--- config.mk ---
export PLATFORM = sky130hd
export DESIGN_NAME = pmev_event_flags
export DESIGN_NICKNAME = d
export VERILOG_FILES = /design/src/pmev_pkg.sv /design/src/pmev_event_flags.sv
export VERILOG_INCLUDE_DIRS = /design/src
export SDC_FILE = /design/constraint.sdc
export NUM_CORES = 1
export LEC_CHECK = 0
export ABC_AREA = 1
export BUFFER_PORTS_ARGS = -buffer_cell sky130_fd_sc_hd__buf_2
export CAP_MARGIN = 20
export CORE_ASPECT_RATIO = 1.25
export CORE_MARGIN = 2
export CORE_UTILIZATION = 45
export CTS_CLUSTER_DIAMETER = 60
export DETAILED_ROUTE_END_ITERATION = 8
export HOLD_SLACK_MARGIN = 0.1
export PLACE_DENSITY = 0.7
export SKIP_CTS_REPAIR_TIMING = 1
export SLEW_MARGIN = 20
export SYNTH_ARGS = -nofsm -noshare
export SYNTH_HDL_FRONTEND = slang
export SYNTH_SLANG_ARGS = --single-unit
--- constraint.sdc ---
create_clock -name clk -period 2.15 [get_ports clk]
set_input_delay 0.3225 -clock clk [delete_from_list [all_inputs] [get_ports clk]]
set_output_delay 0.3225 -clock clk [all_outputs]
set_load 0.01 [all_outputs]
--- src/pmev_consts.svh ---
// offsets, field positions, reset values and timing counts for the event flag block
// assumes: included by the event flag package users; definitions only
`ifndef PMEV_CONSTS_SVH
`define PMEV_CONSTS_SVH

// register offsets on the internal register port
`define PMEV_ADDR_SOFTWARE_RESET_COMMAND      8'h18
`define PMEV_ADDR_TOP_EVENTS    8'h19
`define PMEV_ADDR_RESET_EVENTS  8'h1A
`define PMEV_ADDR_STEP_EVENTS   8'h1B
`define PMEV_ADDR_LINEAR_EVENTS 8'h1C
`define PMEV_ADDR_TOP_STATUS    8'h1D

// top event register fields
`define PMEV_TOP_POWER_GOOD_OUTPUT_FALL     7
`define PMEV_TOP_LINEAR_SUM     6
`define PMEV_TOP_STEP_SUM       5
`define PMEV_TOP_CLK_CHANGE     4
`define PMEV_TOP_THERM_SD       3
`define PMEV_TOP_THERM_WARN     2
`define PMEV_TOP_OVERVOLT       1
`define PMEV_TOP_MEAS_DONE      0
`define PMEV_TOP_W1C_MASK       8'h9F

// reset event register and software reset command
`define PMEV_RESET_FLAG_BIT     0
`define PMEV_RESET_W1C_MASK     8'h01
`define PMEV_SOFTWARE_RESET_COMMAND_BIT       0

// per-regulator group register: regulator b in the upper nibble, a in the lower
`define PMEV_GRP_GOOD           2
`define PMEV_GRP_SHORT          1
`define PMEV_GRP_LIMIT          0
`define PMEV_GRP_B_OFFSET       4
`define PMEV_GRP_W1C_MASK       8'h77

// live status register fields
`define PMEV_STAT_POWER_GOOD_OUTPUT         7
`define PMEV_STAT_CLK_INVALID   4
`define PMEV_STAT_THERM_SD      3
`define PMEV_STAT_THERM_WARN    2
`define PMEV_STAT_OVERVOLT      1

`define PMEV_FLAGS_RESET        8'h00

// short-circuit qualification time
`define PMEV_SHORT_TIME_US      1000
`define PMEV_CLK_MHZ            200
`define PMEV_SHORT_CYCLES       (`PMEV_SHORT_TIME_US * `PMEV_CLK_MHZ)

`endif

--- src/pmev_pkg.sv ---
// types shared by the event flag block
// assumes: constants come from pmev_consts.svh
package pmev_pkg;

   // register access from the serial interface, same clock as the block
   typedef struct packed {
      logic       wr;
      logic       rd;
      logic [7:0] addr;
      logic [7:0] wdata;
   } pmev_reg_req_t;

   // analog and pin conditions; index 0,1 step-down a,b; 2,3 linear a,b
   typedef struct packed {
      logic       power_good_output_active;
      logic       clk_valid;
      logic       therm_sd;
      logic       therm_warn;
      logic       overvolt;
      logic       supply_low;
      logic [3:0] reg_good;
      logic [3:0] reg_short;
      logic [3:0] reg_limit;
   } pmev_live_t;

endpackage

--- src/pmev_event_flags.sv ---
// latched event flags, summaries, live status and protective gating of a pmic
// assumes: live conditions are asynchronous; register port and measurement strobe
// are on clk; restore_defaults reloads the register banks kept outside this block
//
// Function
// RQ1: power-good pin going active to inactive sets top bit 7 until cleared.
// RQ2: top bit 6 reads set while linear event register is nonzero.
// RQ3: top bit 5 reads set while step-down event register is nonzero.
// RQ4: sync clock appearing or disappearing latches top bit 4.
// RQ5: thermal shutdown latches top bit 3, disables regulators, drives both outputs low.
// RQ6: while thermal shutdown flag is set, regulators stay disabled.
// RQ7: thermal warning latches top bit 2 without touching regulator operation.
// RQ8: input over-voltage latches top bit 1, disables regulators, outputs low.
// RQ9: new load-current measurement result latches top bit 0.
// RQ10: supply undervoltage or software reset restores defaults then latches 0x1A bit 0.
// RQ11: step-down power-good events latch bits 6 and 2 of 0x1B.
// RQ12: step-down output short beyond 1 ms latches bits 5 and 1.
// RQ13: step-down current limit activity latches bits 4 and 0.
// RQ14: flags clear only by writing one; all reset to zero. The code also clears them while a restore runs.
// RQ15: live shutdown, warning and over-voltage shown apart in status register.
// RQ16: linear regulators latch good, short and limit flags, cleared by one.
// RQ17: writing zero, summary or reserved bits leaves stored flags unchanged.
// RQ18: an event in the clearing cycle keeps its flag set.
`timescale 1ns/1ps
`include "pmev_consts.svh"

module pmev_event_flags #(
   parameter int SHORT_CYCLES = `PMEV_SHORT_CYCLES,
   parameter int CNT_W        = 18
) (
   // clock and reset
   input  wire logic                  clk,
   input  wire logic                  rst_n,
   // register port from the serial interface
   input  wire pmev_pkg::pmev_reg_req_t reg_req,
   output logic [7:0]                 reg_rdata,
   output logic                       reg_rvalid,
   // conditions from pins and analog blocks
   input  wire pmev_pkg::pmev_live_t  live_in,
   input  wire logic                  meas_done,
   // requested enables and general outputs from configuration
   input  wire logic [3:0]            regulator_enable_request,
   input  wire logic [1:0]            general_output_request,
   // gated controls and the restore indication
   output logic [3:0]                 regulator_enable,
   output logic                       general_output_a,
   output logic                       general_output_b,
   output logic                       restore_defaults
);

   // refused at elaboration: the counter must hold the whole qualification time
   if (SHORT_CYCLES < 2 || SHORT_CYCLES >= (2 ** CNT_W) - 1) begin
      $error("short-circuit count does not fit the counter");
   end

   typedef logic [CNT_W-1:0] pmev_cnt_t;

   // set wins over clear; only writable bits can ever be stored
   function automatic logic [7:0] w1c(input logic [7:0] old, input logic [7:0] set,
                                      input logic [7:0] clr, input logic [7:0] mask);
      w1c = ((old & ~clr) | set) & mask;
   endfunction

   // synchroniser and edge history
   pmev_pkg::pmev_live_t sync1_reg;
   pmev_pkg::pmev_live_t sync2_reg;
   pmev_pkg::pmev_live_t prev_reg;
   logic [1:0]           prime_reg;
   logic [1:0]           prime_next;
   logic                 primed;

   // flag storage
   logic [7:0] top_reg;
   logic [7:0] top_next;
   logic [7:0] rst_flags_reg;
   logic [7:0] rst_flags_next;
   logic [7:0] step_reg;
   logic [7:0] step_next;
   logic [7:0] linear_reg;
   logic [7:0] linear_next;
   logic       restore_prev_reg;
   pmev_cnt_t  short_cnt_reg  [4];
   pmev_cnt_t  short_cnt_next [4];

   // outputs
   logic [7:0] rdata_next;
   logic       rvalid_next;
   logic [3:0] reg_en_next;
   logic       gpo_a_next;
   logic       gpo_b_next;

   // events and decodes
   logic       software_reset_command_cmd;
   logic       restore;
   logic [3:0] good_fall;
   logic [3:0] short_evt;
   logic [7:0] top_set;
   logic [7:0] step_set;
   logic [7:0] linear_set;
   logic [7:0] top_clr;
   logic [7:0] rst_clr;
   logic [7:0] step_clr;
   logic [7:0] linear_clr;
   logic [7:0] top_view;
   logic [7:0] status_view;
   logic       shutdown;

   // two flops before any logic looks at a pin or analog level
   // prev_reg keeps the sample before, for edge detection
   always_ff @(posedge clk or negedge rst_n) begin
      if (!rst_n) begin
         sync1_reg <= '0;
         sync2_reg <= '0;
         prev_reg  <= '0;
         prime_reg <= 2'h0;
      end else begin
         sync1_reg <= live_in;
         sync2_reg <= sync1_reg;
         prev_reg  <= sync2_reg;
         prime_reg <= prime_next;
      end
   end

   // edges are ignored until the synchroniser holds real samples
   always_comb begin
      prime_next = (prime_reg == 2'h3) ? prime_reg : prime_reg + 2'h1;
      primed     = (prime_reg == 2'h3);
   end

   // short-circuit qualification counters, one per regulator
   // the count stops at the limit, so a held short keeps setting its flag
   always_comb begin
      for (int i = 0; i < 4; i++) begin
         short_cnt_next[i] = short_cnt_reg[i];
         short_evt[i]      = 1'b0;
         if (!sync2_reg.reg_short[i]) begin
            short_cnt_next[i] = '0;
         end else if (short_cnt_reg[i] == pmev_cnt_t'(SHORT_CYCLES)) begin
            short_evt[i] = 1'b1; // see RQ12 see RQ16
         end else begin
            short_cnt_next[i] = short_cnt_reg[i] + pmev_cnt_t'(1);
         end
         good_fall[i] = primed && prev_reg.reg_good[i] && !sync2_reg.reg_good[i];
      end
   end

   always_ff @(posedge clk or negedge rst_n) begin
      if (!rst_n) begin
         for (int i = 0; i < 4; i++) begin
            short_cnt_reg[i] <= '0;
         end
      end else begin
         for (int i = 0; i < 4; i++) begin
            short_cnt_reg[i] <= short_cnt_next[i];
         end
      end
   end

   // event sources and host clears
   always_comb begin
      software_reset_command_cmd = reg_req.wr && (reg_req.addr == `PMEV_ADDR_SOFTWARE_RESET_COMMAND)
                     && reg_req.wdata[`PMEV_SOFTWARE_RESET_COMMAND_BIT];
      // supply dip and software command share one restore path
      restore      = software_reset_command_cmd || sync2_reg.supply_low;

      top_set = 8'h00;
      top_set[`PMEV_TOP_POWER_GOOD_OUTPUT_FALL] = primed && prev_reg.power_good_output_active
                                      && !sync2_reg.power_good_output_active;            // see RQ1
      top_set[`PMEV_TOP_CLK_CHANGE] = primed
                                      && (prev_reg.clk_valid != sync2_reg.clk_valid); // see RQ4
      top_set[`PMEV_TOP_THERM_SD]   = sync2_reg.therm_sd;                     // see RQ5
      top_set[`PMEV_TOP_THERM_WARN] = sync2_reg.therm_warn;                   // see RQ7
      top_set[`PMEV_TOP_OVERVOLT]   = sync2_reg.overvolt;                     // see RQ8
      top_set[`PMEV_TOP_MEAS_DONE]  = meas_done;                              // see RQ9

      step_set   = 8'h00;
      linear_set = 8'h00;
      // regulator a in the low nibble, b in the high one
      for (int r = 0; r < 2; r++) begin
         // see RQ11 see RQ12 see RQ13
         step_set[r*`PMEV_GRP_B_OFFSET + `PMEV_GRP_GOOD]    = good_fall[r];
         step_set[r*`PMEV_GRP_B_OFFSET + `PMEV_GRP_SHORT]   = short_evt[r];
         step_set[r*`PMEV_GRP_B_OFFSET + `PMEV_GRP_LIMIT]   = sync2_reg.reg_limit[r];
         // see RQ16
         linear_set[r*`PMEV_GRP_B_OFFSET + `PMEV_GRP_GOOD]  = good_fall[r+2];
         linear_set[r*`PMEV_GRP_B_OFFSET + `PMEV_GRP_SHORT] = short_evt[r+2];
         linear_set[r*`PMEV_GRP_B_OFFSET + `PMEV_GRP_LIMIT] = sync2_reg.reg_limit[r+2];
      end

      // a zero in the written byte clears nothing
      top_clr    = (reg_req.wr && reg_req.addr == `PMEV_ADDR_TOP_EVENTS)
                   ? reg_req.wdata : 8'h00;                                   // see RQ17
      rst_clr    = (reg_req.wr && reg_req.addr == `PMEV_ADDR_RESET_EVENTS)
                   ? reg_req.wdata : 8'h00;
      step_clr   = (reg_req.wr && reg_req.addr == `PMEV_ADDR_STEP_EVENTS)
                   ? reg_req.wdata : 8'h00;
      linear_clr = (reg_req.wr && reg_req.addr == `PMEV_ADDR_LINEAR_EVENTS)
                   ? reg_req.wdata : 8'h00;
   end

   // flag next values
   always_comb begin
      // summaries and reserved bits are masked out, so writes there do nothing
      top_next    = w1c(top_reg, top_set, top_clr, `PMEV_TOP_W1C_MASK);   // see RQ14 see RQ18
      step_next   = w1c(step_reg, step_set, step_clr, `PMEV_GRP_W1C_MASK); // see RQ17
      linear_next = w1c(linear_reg, linear_set, linear_clr, `PMEV_GRP_W1C_MASK);
      rst_flags_next = w1c(rst_flags_reg,
                           {7'h00, restore_prev_reg && !restore},
                           rst_clr, `PMEV_RESET_W1C_MASK);
      // defaults restored while a reset runs; its own flag is set as it ends
      if (restore) begin
         top_next       = `PMEV_FLAGS_RESET;                                  // see RQ10
         step_next      = `PMEV_FLAGS_RESET;
         linear_next    = `PMEV_FLAGS_RESET;
         rst_flags_next = `PMEV_FLAGS_RESET;
      end
   end

   always_ff @(posedge clk or negedge rst_n) begin
      if (!rst_n) begin
         top_reg          <= `PMEV_FLAGS_RESET; // see RQ14
         rst_flags_reg    <= `PMEV_FLAGS_RESET;
         step_reg         <= `PMEV_FLAGS_RESET;
         linear_reg       <= `PMEV_FLAGS_RESET;
         restore_prev_reg <= 1'b0;
      end else begin
         top_reg          <= top_next;
         rst_flags_reg    <= rst_flags_next;
         step_reg         <= step_next;
         linear_reg       <= linear_next;
         restore_prev_reg <= restore;
      end
   end

   // read views and protective gating
   always_comb begin
      // summaries follow the group registers, so they clear by themselves
      top_view = top_reg;
      top_view[`PMEV_TOP_LINEAR_SUM] = (linear_reg != 8'h00);                 // see RQ2
      top_view[`PMEV_TOP_STEP_SUM]   = (step_reg != 8'h00);                   // see RQ3

      // live conditions kept apart from the latched ones
      status_view = 8'h00;
      status_view[`PMEV_STAT_POWER_GOOD_OUTPUT]       = sync2_reg.power_good_output_active;           // see RQ15
      status_view[`PMEV_STAT_CLK_INVALID] = !sync2_reg.clk_valid;
      status_view[`PMEV_STAT_THERM_SD]    = sync2_reg.therm_sd;
      status_view[`PMEV_STAT_THERM_WARN]  = sync2_reg.therm_warn;
      status_view[`PMEV_STAT_OVERVOLT]    = sync2_reg.overvolt;

      rdata_next  = reg_rdata;
      rvalid_next = reg_req.rd;
      if (reg_req.rd) begin
         case (reg_req.addr)
            `PMEV_ADDR_TOP_EVENTS:    rdata_next = top_view;
            `PMEV_ADDR_RESET_EVENTS:  rdata_next = rst_flags_reg;
            `PMEV_ADDR_STEP_EVENTS:   rdata_next = step_reg;
            `PMEV_ADDR_LINEAR_EVENTS: rdata_next = linear_reg;
            `PMEV_ADDR_TOP_STATUS:    rdata_next = status_view;
            default:                  rdata_next = 8'h00;
         endcase
      end
   end

   // protective gating, one edge behind the synchronised condition
   always_comb begin
      // thermal warning deliberately absent here: it only reports
      shutdown = sync2_reg.therm_sd || sync2_reg.overvolt                      // see RQ5 see RQ8
                 || top_reg[`PMEV_TOP_THERM_SD]                                // see RQ6
                 || restore;                                                   // see RQ10
      reg_en_next = shutdown ? 4'h0 : regulator_enable_request;                // see RQ7
      gpo_a_next  = !shutdown && general_output_request[0];
      gpo_b_next  = !shutdown && general_output_request[1];
   end

   // read port: data holds until the next read, valid lasts one cycle
   always_ff @(posedge clk or negedge rst_n) begin
      if (!rst_n) begin
         reg_rdata  <= 8'h00;
         reg_rvalid <= 1'b0;
      end else begin
         reg_rdata  <= rdata_next;
         reg_rvalid <= rvalid_next;
      end
   end

   // gated controls and the restore indication
   always_ff @(posedge clk or negedge rst_n) begin
      if (!rst_n) begin
         regulator_enable <= 4'h0;
         general_output_a <= 1'b0;
         general_output_b <= 1'b0;
         restore_defaults <= 1'b0;
      end else begin
         regulator_enable <= reg_en_next;
         general_output_a <= gpo_a_next;
         general_output_b <= gpo_b_next;
         restore_defaults <= restore;
      end
   end

endmodule

==> reports/metrics.csv, run 1 <==
stage,metric,value,unit
worst_setup_path,critical path peak fanout,6,
detailed_routing,Initial DRT Pass Iterations,5,
synth,Synth Area per Inst,8.066,sq um
power,worst vdd ir,0.0005344,V
min_path,path category of the worst min-delay check,primary input to flop,
min_path,Hold Path Sink,regulator_enable[1],
worst_setup_path,Critical Path End Type,flop,
worst_setup_path,type of the setup path with the least slack,flop to flop,
sta,Setup Viol. Count Final,0,
sta,unrepaired setup endpoints after global routing,false,
die,number of top-level pins,61,
synth,Seq cells post-synth,151,
worst_setup_path,nature of the critical path startpoint,flop,
cts,H-tree lvl count,4,
synth,Post-Synthesis Cells,896,
sta,Worst Max-Slew Pin Slew,0.5497,ns
cts,clk root buf,sky130_fd_sc_hd__clkbuf_16,
detailed_routing,number of remaining DRC errors,0,
global_routing,combined global-route utilization of all metal layers,0.1861,
power,leakage power total,4.085,nW
power,pwr/cell area,720.8,nW/um^2
finish,max FFs per register,72,
place,buffers added on ports,60,
cts,Sinks on Clock Net,151,
cts,clock insertion delay at the later pin of the skew report,0.43,ns
finish,layout overhead on the synthesized area,19.25,%
synth,async set-or-reset flop fraction in the synthesized netlist,1.000,
finish,layout cells sized above 1,0.1306,
synth,area share of the leading cell type in the synthesized netlist,0.5229,
synth,post-synthesis instance area,7227,sq um
sta,number of hold violations in the final report,0,
sta,fin crit share,0.7258,
cts,CTS buffer count,17,
worst_setup_path,reg2reg start,short_cnt_reg[55],
sta,Slew Limit Headroom,0.6331,
cts,clock tree buffer depth,2,
place,HPWL after detailed placement,11060,microns
synth,unique cell type count in the Yosys netlist,32,
detailed_routing,initial drt markers,425,
die,die span in x,117.4,microns
cts,CTS tree,yes,
sta,accumulated negative setup slack,0,ns
finish,number of diodes,0,
sta,minimum clock period,1.560,ns
detailed_routing,antenna-violating nets left,0,
global_routing,vias in the first global route,5654,
finish,final core utilization,0.5513,
detailed_routing,DR WL/cell,12.50,microns
worst_setup_path,required time of the critical path,2.50,ns
die,effective utilization at floorplan,0.4623,
place,number of placed cells counting well taps,1160,
synth,dominant register cell in the synthesized netlist,sky130_fd_sc_hd__dfrtp_1,
place,routability congestion estimate from global placement,0.9149,
die,area of the core,15630,sq um
outcome,outcome,"finished, final reports clean",
detailed_routing,Total Routed Length,15190,microns
min_path,hold path startpoint,regulator_enable_request[1],
finish,nets,1044,
sta,Setup Skew,0.01145,ns
worst_setup_path,CP Data Arrival Time,1.91,ns
global_routing,grt ovf,0,
detailed_routing,total number of vias,6040,
synth,cell taking the most area after synthesis,sky130_fd_sc_hd__dfrtp_1,
run,max-cap violations,0,
global_routing,first-pass GRT wire length,26040,microns
min_path,number of cells on the worst hold path,3,
detailed_routing,detail-routed via count per cell,4.971,
synth,part of the Yosys area used for sequential elements,0.5229,
finish,# fillers,1442,
sta,upper clock frequency limit,0.6409,GHz
synth,number of enable-type register cells in the synthesized netlist,0,
synth,number of warning messages in the yosys log,0,
synth,most frequent cell after synthesis,sky130_fd_sc_hd__nand2_1,
global_routing,antenna violations before repair,0,
global_routing,maximum number of pins on one net before global-route repair,46,
cts,clock-pin slew on the worst setup and hold paths,0.06,ns
die,die footprint,17100,sq um
synth,Area contributors post-synth,"sky130_fd_sc_hd__dfrtp_1 (52%), sky130_fd_sc_hd__nand2_1 (9.5%), sky130_fd_sc_hd__nor2_1 (6.9%), sky130_fd_sc_hd__nand3_1 (6.7%), sky130_fd_sc_hd__inv_1 (6.0%)",
worst_setup_path,depth of the worst register-to-register path,9,
worst_setup_path,FF-to-FF setup slack,0.59,ns
sta,Max Transition Viols Final,0,
synth,total nets after synthesis,950,
finish,final cell count without fillers,1215,
die,Die H,145.7,microns
synth,most numerous cell types in the synthesized netlist,"sky130_fd_sc_hd__nand2_1 (183), sky130_fd_sc_hd__dfrtp_1 (151), sky130_fd_sc_hd__nor2_1 (133)",
worst_setup_path,R2R Path End,short_cnt_reg[70],
die,total number of placement rows,51,
cells by family (layout without fill, tap and decap cells):
family / count (synthesis) / count (layout) / synth area share
AOI/OAI and AO/OA: 85 / 85 / 0.05973
xor gates and xnor gates: 7 / 7 / 0.008484
DFF: 151 / 151 / 0.5229
buffers and inverters: 133 / 240 / 0.07254
muxes: 1 / 1 / 0.001558
adders and majority gates: 9 / 9 / 0.01558
and+or+nand+nor: 510 / 510 / 0.3193
worst max-delay path by stage:
stage                        endpoint  cells after the start  slack, ns              start
finish              short_cnt_reg[70]                      9       0.59  short_cnt_reg[55]
global route        short_cnt_reg[19]                      8       0.38  short_cnt_reg[18]
CTS                 short_cnt_reg[19]                      8       0.61  short_cnt_reg[18]
detailed placement  short_cnt_reg[19]                      8       0.60  short_cnt_reg[18]
global placement           top_reg[2]                      7       0.62        reg_req[10]
floorplan           short_cnt_reg[32]                      8       0.84  short_cnt_reg[18]
cell type report:
| type | count | area [sq um] | area share |
|---|---|---|---|
| well taps | 212 | 265.3 | 0.03078 |
| repair buffers | 93 | 636.9 | 0.07390 |
| clock buffers | 18 | 439.2 | 0.05096 |
| inverters | 115 | 431.7 | 0.05009 |
| clock inverters | 14 | 140.1 | 0.01626 |
| multi-input cells | 612 | 2927 | 0.3396 |
| flip-flops and latches | 151 | 3779 | 0.4384 |
placed cells by master (no fill, tap or decap), types with 8 or more instances in the layout:
cell type / instances
sky130_fd_sc_hd__a21oi_1: 47
sky130_fd_sc_hd__buf_2: 59
sky130_fd_sc_hd__buf_4: 8
sky130_fd_sc_hd__clkbuf_16: 17
sky130_fd_sc_hd__dfrtp_1: 151
sky130_fd_sc_hd__dlygate4sd3_1: 23
sky130_fd_sc_hd__ha_1: 9
sky130_fd_sc_hd__inv_1: 115
sky130_fd_sc_hd__nand2_1: 183
sky130_fd_sc_hd__nand2_2: 8
sky130_fd_sc_hd__nand3_1: 97
sky130_fd_sc_hd__nand4_1: 36
sky130_fd_sc_hd__nor2_1: 132
sky130_fd_sc_hd__nor2_2: 9
sky130_fd_sc_hd__nor3_1: 23
sky130_fd_sc_hd__o21ai_0: 34
worst max-delay path, cell delays in order, from the launching register on:
cell	delay, ns
sky130_fd_sc_hd__dfrtp_1	0.41
sky130_fd_sc_hd__ha_1	0.19
sky130_fd_sc_hd__nand2_1	0.06
sky130_fd_sc_hd__inv_1	0.11
sky130_fd_sc_hd__nand2_1	0.10
sky130_fd_sc_hd__nor2_2	0.23
sky130_fd_sc_hd__nand4_1	0.18
sky130_fd_sc_hd__nand2_1	0.09
sky130_fd_sc_hd__nand2_1	0.05
sky130_fd_sc_hd__nor2_1	0.07
power by group:
part / internal [mW] / switching [mW]
Clock: 1.65 / 1.23
Sequential: 2.92 / 0.0666
Combinational: 0.140 / 0.199
Total: 4.72 / 1.50
metal layers:
layer	wire, microns	global-route usage
met5	0	0
met4	322	0.07892
met3	505	0.03762
met2	7426	0.3152
met1	6931	0.2326
metrics by stage:
step / instance area, sq um / power [mW] / hold WS (ns) / setup WS, ns
floorplan: 7227 / 3.178 / 0.02691 / 0.8418
global placement: 7809 / 3.350 / 0.2923 / 0.6153
detailed placement: 7809 / 3.354 / 0.2834 / 0.6045
CTS: 8388 / 6.258 / -0.1661 / 0.6055
global route: 8618 / 6.477 / 0.1060 / 0.3765
finish: 8618 / 6.212 / 0.1008 / 0.5896
No activity file was read; power rests on OpenSTA's default activity.
==> run 2, diff against run 1 <==
Settings changed: PLACE_DENSITY 0.7 to 0.72.
Clock period 2.15 ns to 1.3 ns, I/O delays scaled along.
==> reports/metrics.csv, run 2 (synthesis results as in run 1) <==
stage,metric,value,unit
finish,most frequent cells in the layout,"sky130_fd_sc_hd__nand2_1 (161), sky130_fd_sc_hd__dfrtp_1 (143), sky130_fd_sc_hd__nor2_1 (109)",
finish,nets,1136,
finish,layout cells sized above 1,0.3169,
worst_setup_path,kind of cell with the highest combined delay on the critical path,simple AND/OR/NAND/NOR gates,
die,die footprint,17100,sq um
cts,clock tree buffer depth,2,
cts,CTS tree,yes,
sta,Slew Limit Headroom,0.6773,
cts,CTS buffer count,17,
cts,clock-pin slew on the worst setup and hold paths,0.06,ns
power,worst vdd ir,0.0008814,V
finish,area of the multi-input gates,3462,sq um
detailed_routing,Total Routed Length,17750,microns
sta,unrepaired setup endpoints after global routing,true,
sta,fin crit share,1.131,
power,internal power,8.082,mW
die,die span in x,117.4,microns
detailed_routing,antenna-violating nets left,0,
sta,Worst Max-Slew Pin Slew,0.4840,ns
die,total number of placement rows,51,
place,pre-CTS worst setup slack,-0.1434,ns
worst_setup_path,critical path peak fanout,6,
sta,upper clock frequency limit,0.6802,GHz
cts,clk root buf,sky130_fd_sc_hd__clkbuf_16,
sta,minimum clock period,1.470,ns
outcome,outcome,"complete, but fails checks",
outcome,violated checks,negative setup slack,
place,routability congestion estimate from global placement,0.8672,
die,number of top-level pins,61,
power,switching power as a share of total power,0.2449,
sta,hold slack,0.1213,ns
detailed_routing,number of remaining DRC errors,0,
global_routing,first-pass GRT wire length,27990,microns
die,area of the core,15630,sq um
worst_setup_path,FF-to-FF setup slack,-0.17,ns
worst_setup_path,CP Cell Sequence,ha_2 > nand2_2 > nor2_4 > nand2_2 > nor2_4 > buf_4 > buf_6 > a21oi_2,
worst_setup_path,worst path bufs/invs,2,
sta,worst path setup slack after routing,-0.1701,ns
finish,number of diodes,0,
min_path,number of cells on the worst hold path,4,
worst_setup_path,type of the setup path with the least slack,flop to flop,
sta,Max Transition Viols Final,0,
detailed_routing,detail-routed via count per cell,4.999,
sta,Setup Viol. Count Final,36,
worst_setup_path,longest individual stage delay on the worst path,0.41,ns
cts,clock insertion delay at the later pin of the skew report,0.43,ns
power,combinational share of power,0.075,
finish,layout overhead on the synthesized area,38.19,%
global_routing,vias in the first global route,6131,
sta,Setup Skew,0.01039,ns
finish,# fillers,1255,
detailed_routing,total number of vias,6534,
worst_setup_path,CP Data Arrival Time,1.78,ns
place,Area after DPL,8372,sq um
worst_setup_path,depth of the worst register-to-register path,8,
finish,post-route design area,9987,sq um
detailed_routing,Initial DRT Pass Iterations,5,
worst_setup_path,stages on the worst setup path,8,
place,buffers added on ports,60,
cts,Sinks on Clock Net,151,
run,max-cap violations,0,
finish,combined flip-flop and latch cell area,3789,sq um
cts,H-tree lvl count,4,
worst_setup_path,required time of the critical path,1.61,ns
power,pwr/cell area,1072,nW/um^2
min_path,path category of the worst min-delay check,primary input to flop,
detailed_routing,initial drt markers,583,
power,Seq pwr share,0.463,
worst_setup_path,nature of the critical path startpoint,flop,
die,Die H,145.7,microns
detailed_routing,DR WL/cell,13.58,microns
global_routing,grt ovf,0,
power,switching pwr,2.621,mW
global_routing,antenna violations before repair,0,
place,HPWL after detailed placement,11720,microns
worst_setup_path,slowest stage cell on the critical path,sky130_fd_sc_hd__dfrtp_1,
die,effective utilization at floorplan,0.4623,
finish,max FFs per register,72,
finish,most frequent standard cell in the layout excluding fill and tap cells,sky130_fd_sc_hd__nand2_1,
finish,final cell count without fillers,1307,
global_routing,combined global-route utilization of all metal layers,0.1999,
place,number of placed cells counting well taps,1228,
power,leakage power total,4.739,nW
power,clock network fraction of total power,0.463,
global_routing,maximum number of pins on one net before global-route repair,38,
sta,number of hold violations in the final report,0,
worst_setup_path,Critical Path End Type,flop,
==> run 2: power groups by stage <==
stage | sequential, mW | clock [mW] | combinational, mW
floorplan | 4.99 | 0 | 0.262
global route | 4.96 | 5.25 | 0.889
global placement | 5.01 | 0 | 0.600
finish | 4.95 | 4.95 | 0.798
CTS | 4.93 | 5.05 | 0.613
detailed placement | 5.02 | 0 | 0.608
==> run 2: final cells by class <==
cell class / instances / area share
tap: 212 / 0.02656
sequential: 151 / 0.3794
multi-input combinational: 612 / 0.3467
clock buffer: 17 / 0.04260
timing repair buffer: 185 / 0.1441
clock inverter: 15 / 0.01679
inverter: 115 / 0.04397
==> run 2: stage by stage <==
stage,utilization,setup TNS (ns),power (mW)
global route,0.6388,-6.085,11.10
finish,0.6388,-2.009,10.70
floorplan,-,0,5.256
detailed placement,0.5355,-1.803,5.626
CTS,0.5734,-2.504,10.60
global placement,0.5355,-0.7391,5.613
==> run 2: worst min-delay path, cell delays in order <==
cell and delay (ns):
sky130_fd_sc_hd__buf_2 0.11, sky130_fd_sc_hd__nand3_1 0.08, sky130_fd_sc_hd__nand2_1 0.07, sky130_fd_sc_hd__a21oi_1 0.06
==> run 2: final timing paths <==
path	from	to
max	short_cnt_reg[18]	short_cnt_reg[28]
min	reg_req[2]	linear_reg[2]
max reg2reg	short_cnt_reg[18]	short_cnt_reg[28]
min reg2reg	sync1_reg[7]	sync2_reg[7]
max in group asynchronous	rst_n	reg_rdata[3]
min in group asynchronous	rst_n	sync1_reg[6]
==> run 2: metal layers <==
| metal | part of all wire | GRT usage |
|---|---|---|
| met5 | 0 | 0 |
| met1 | 0.45 | 0.2537 |
| met2 | 0.50 | 0.3377 |
| met4 | 0.018 | 0.08614 |
| met3 | 0.035 | 0.03487 |
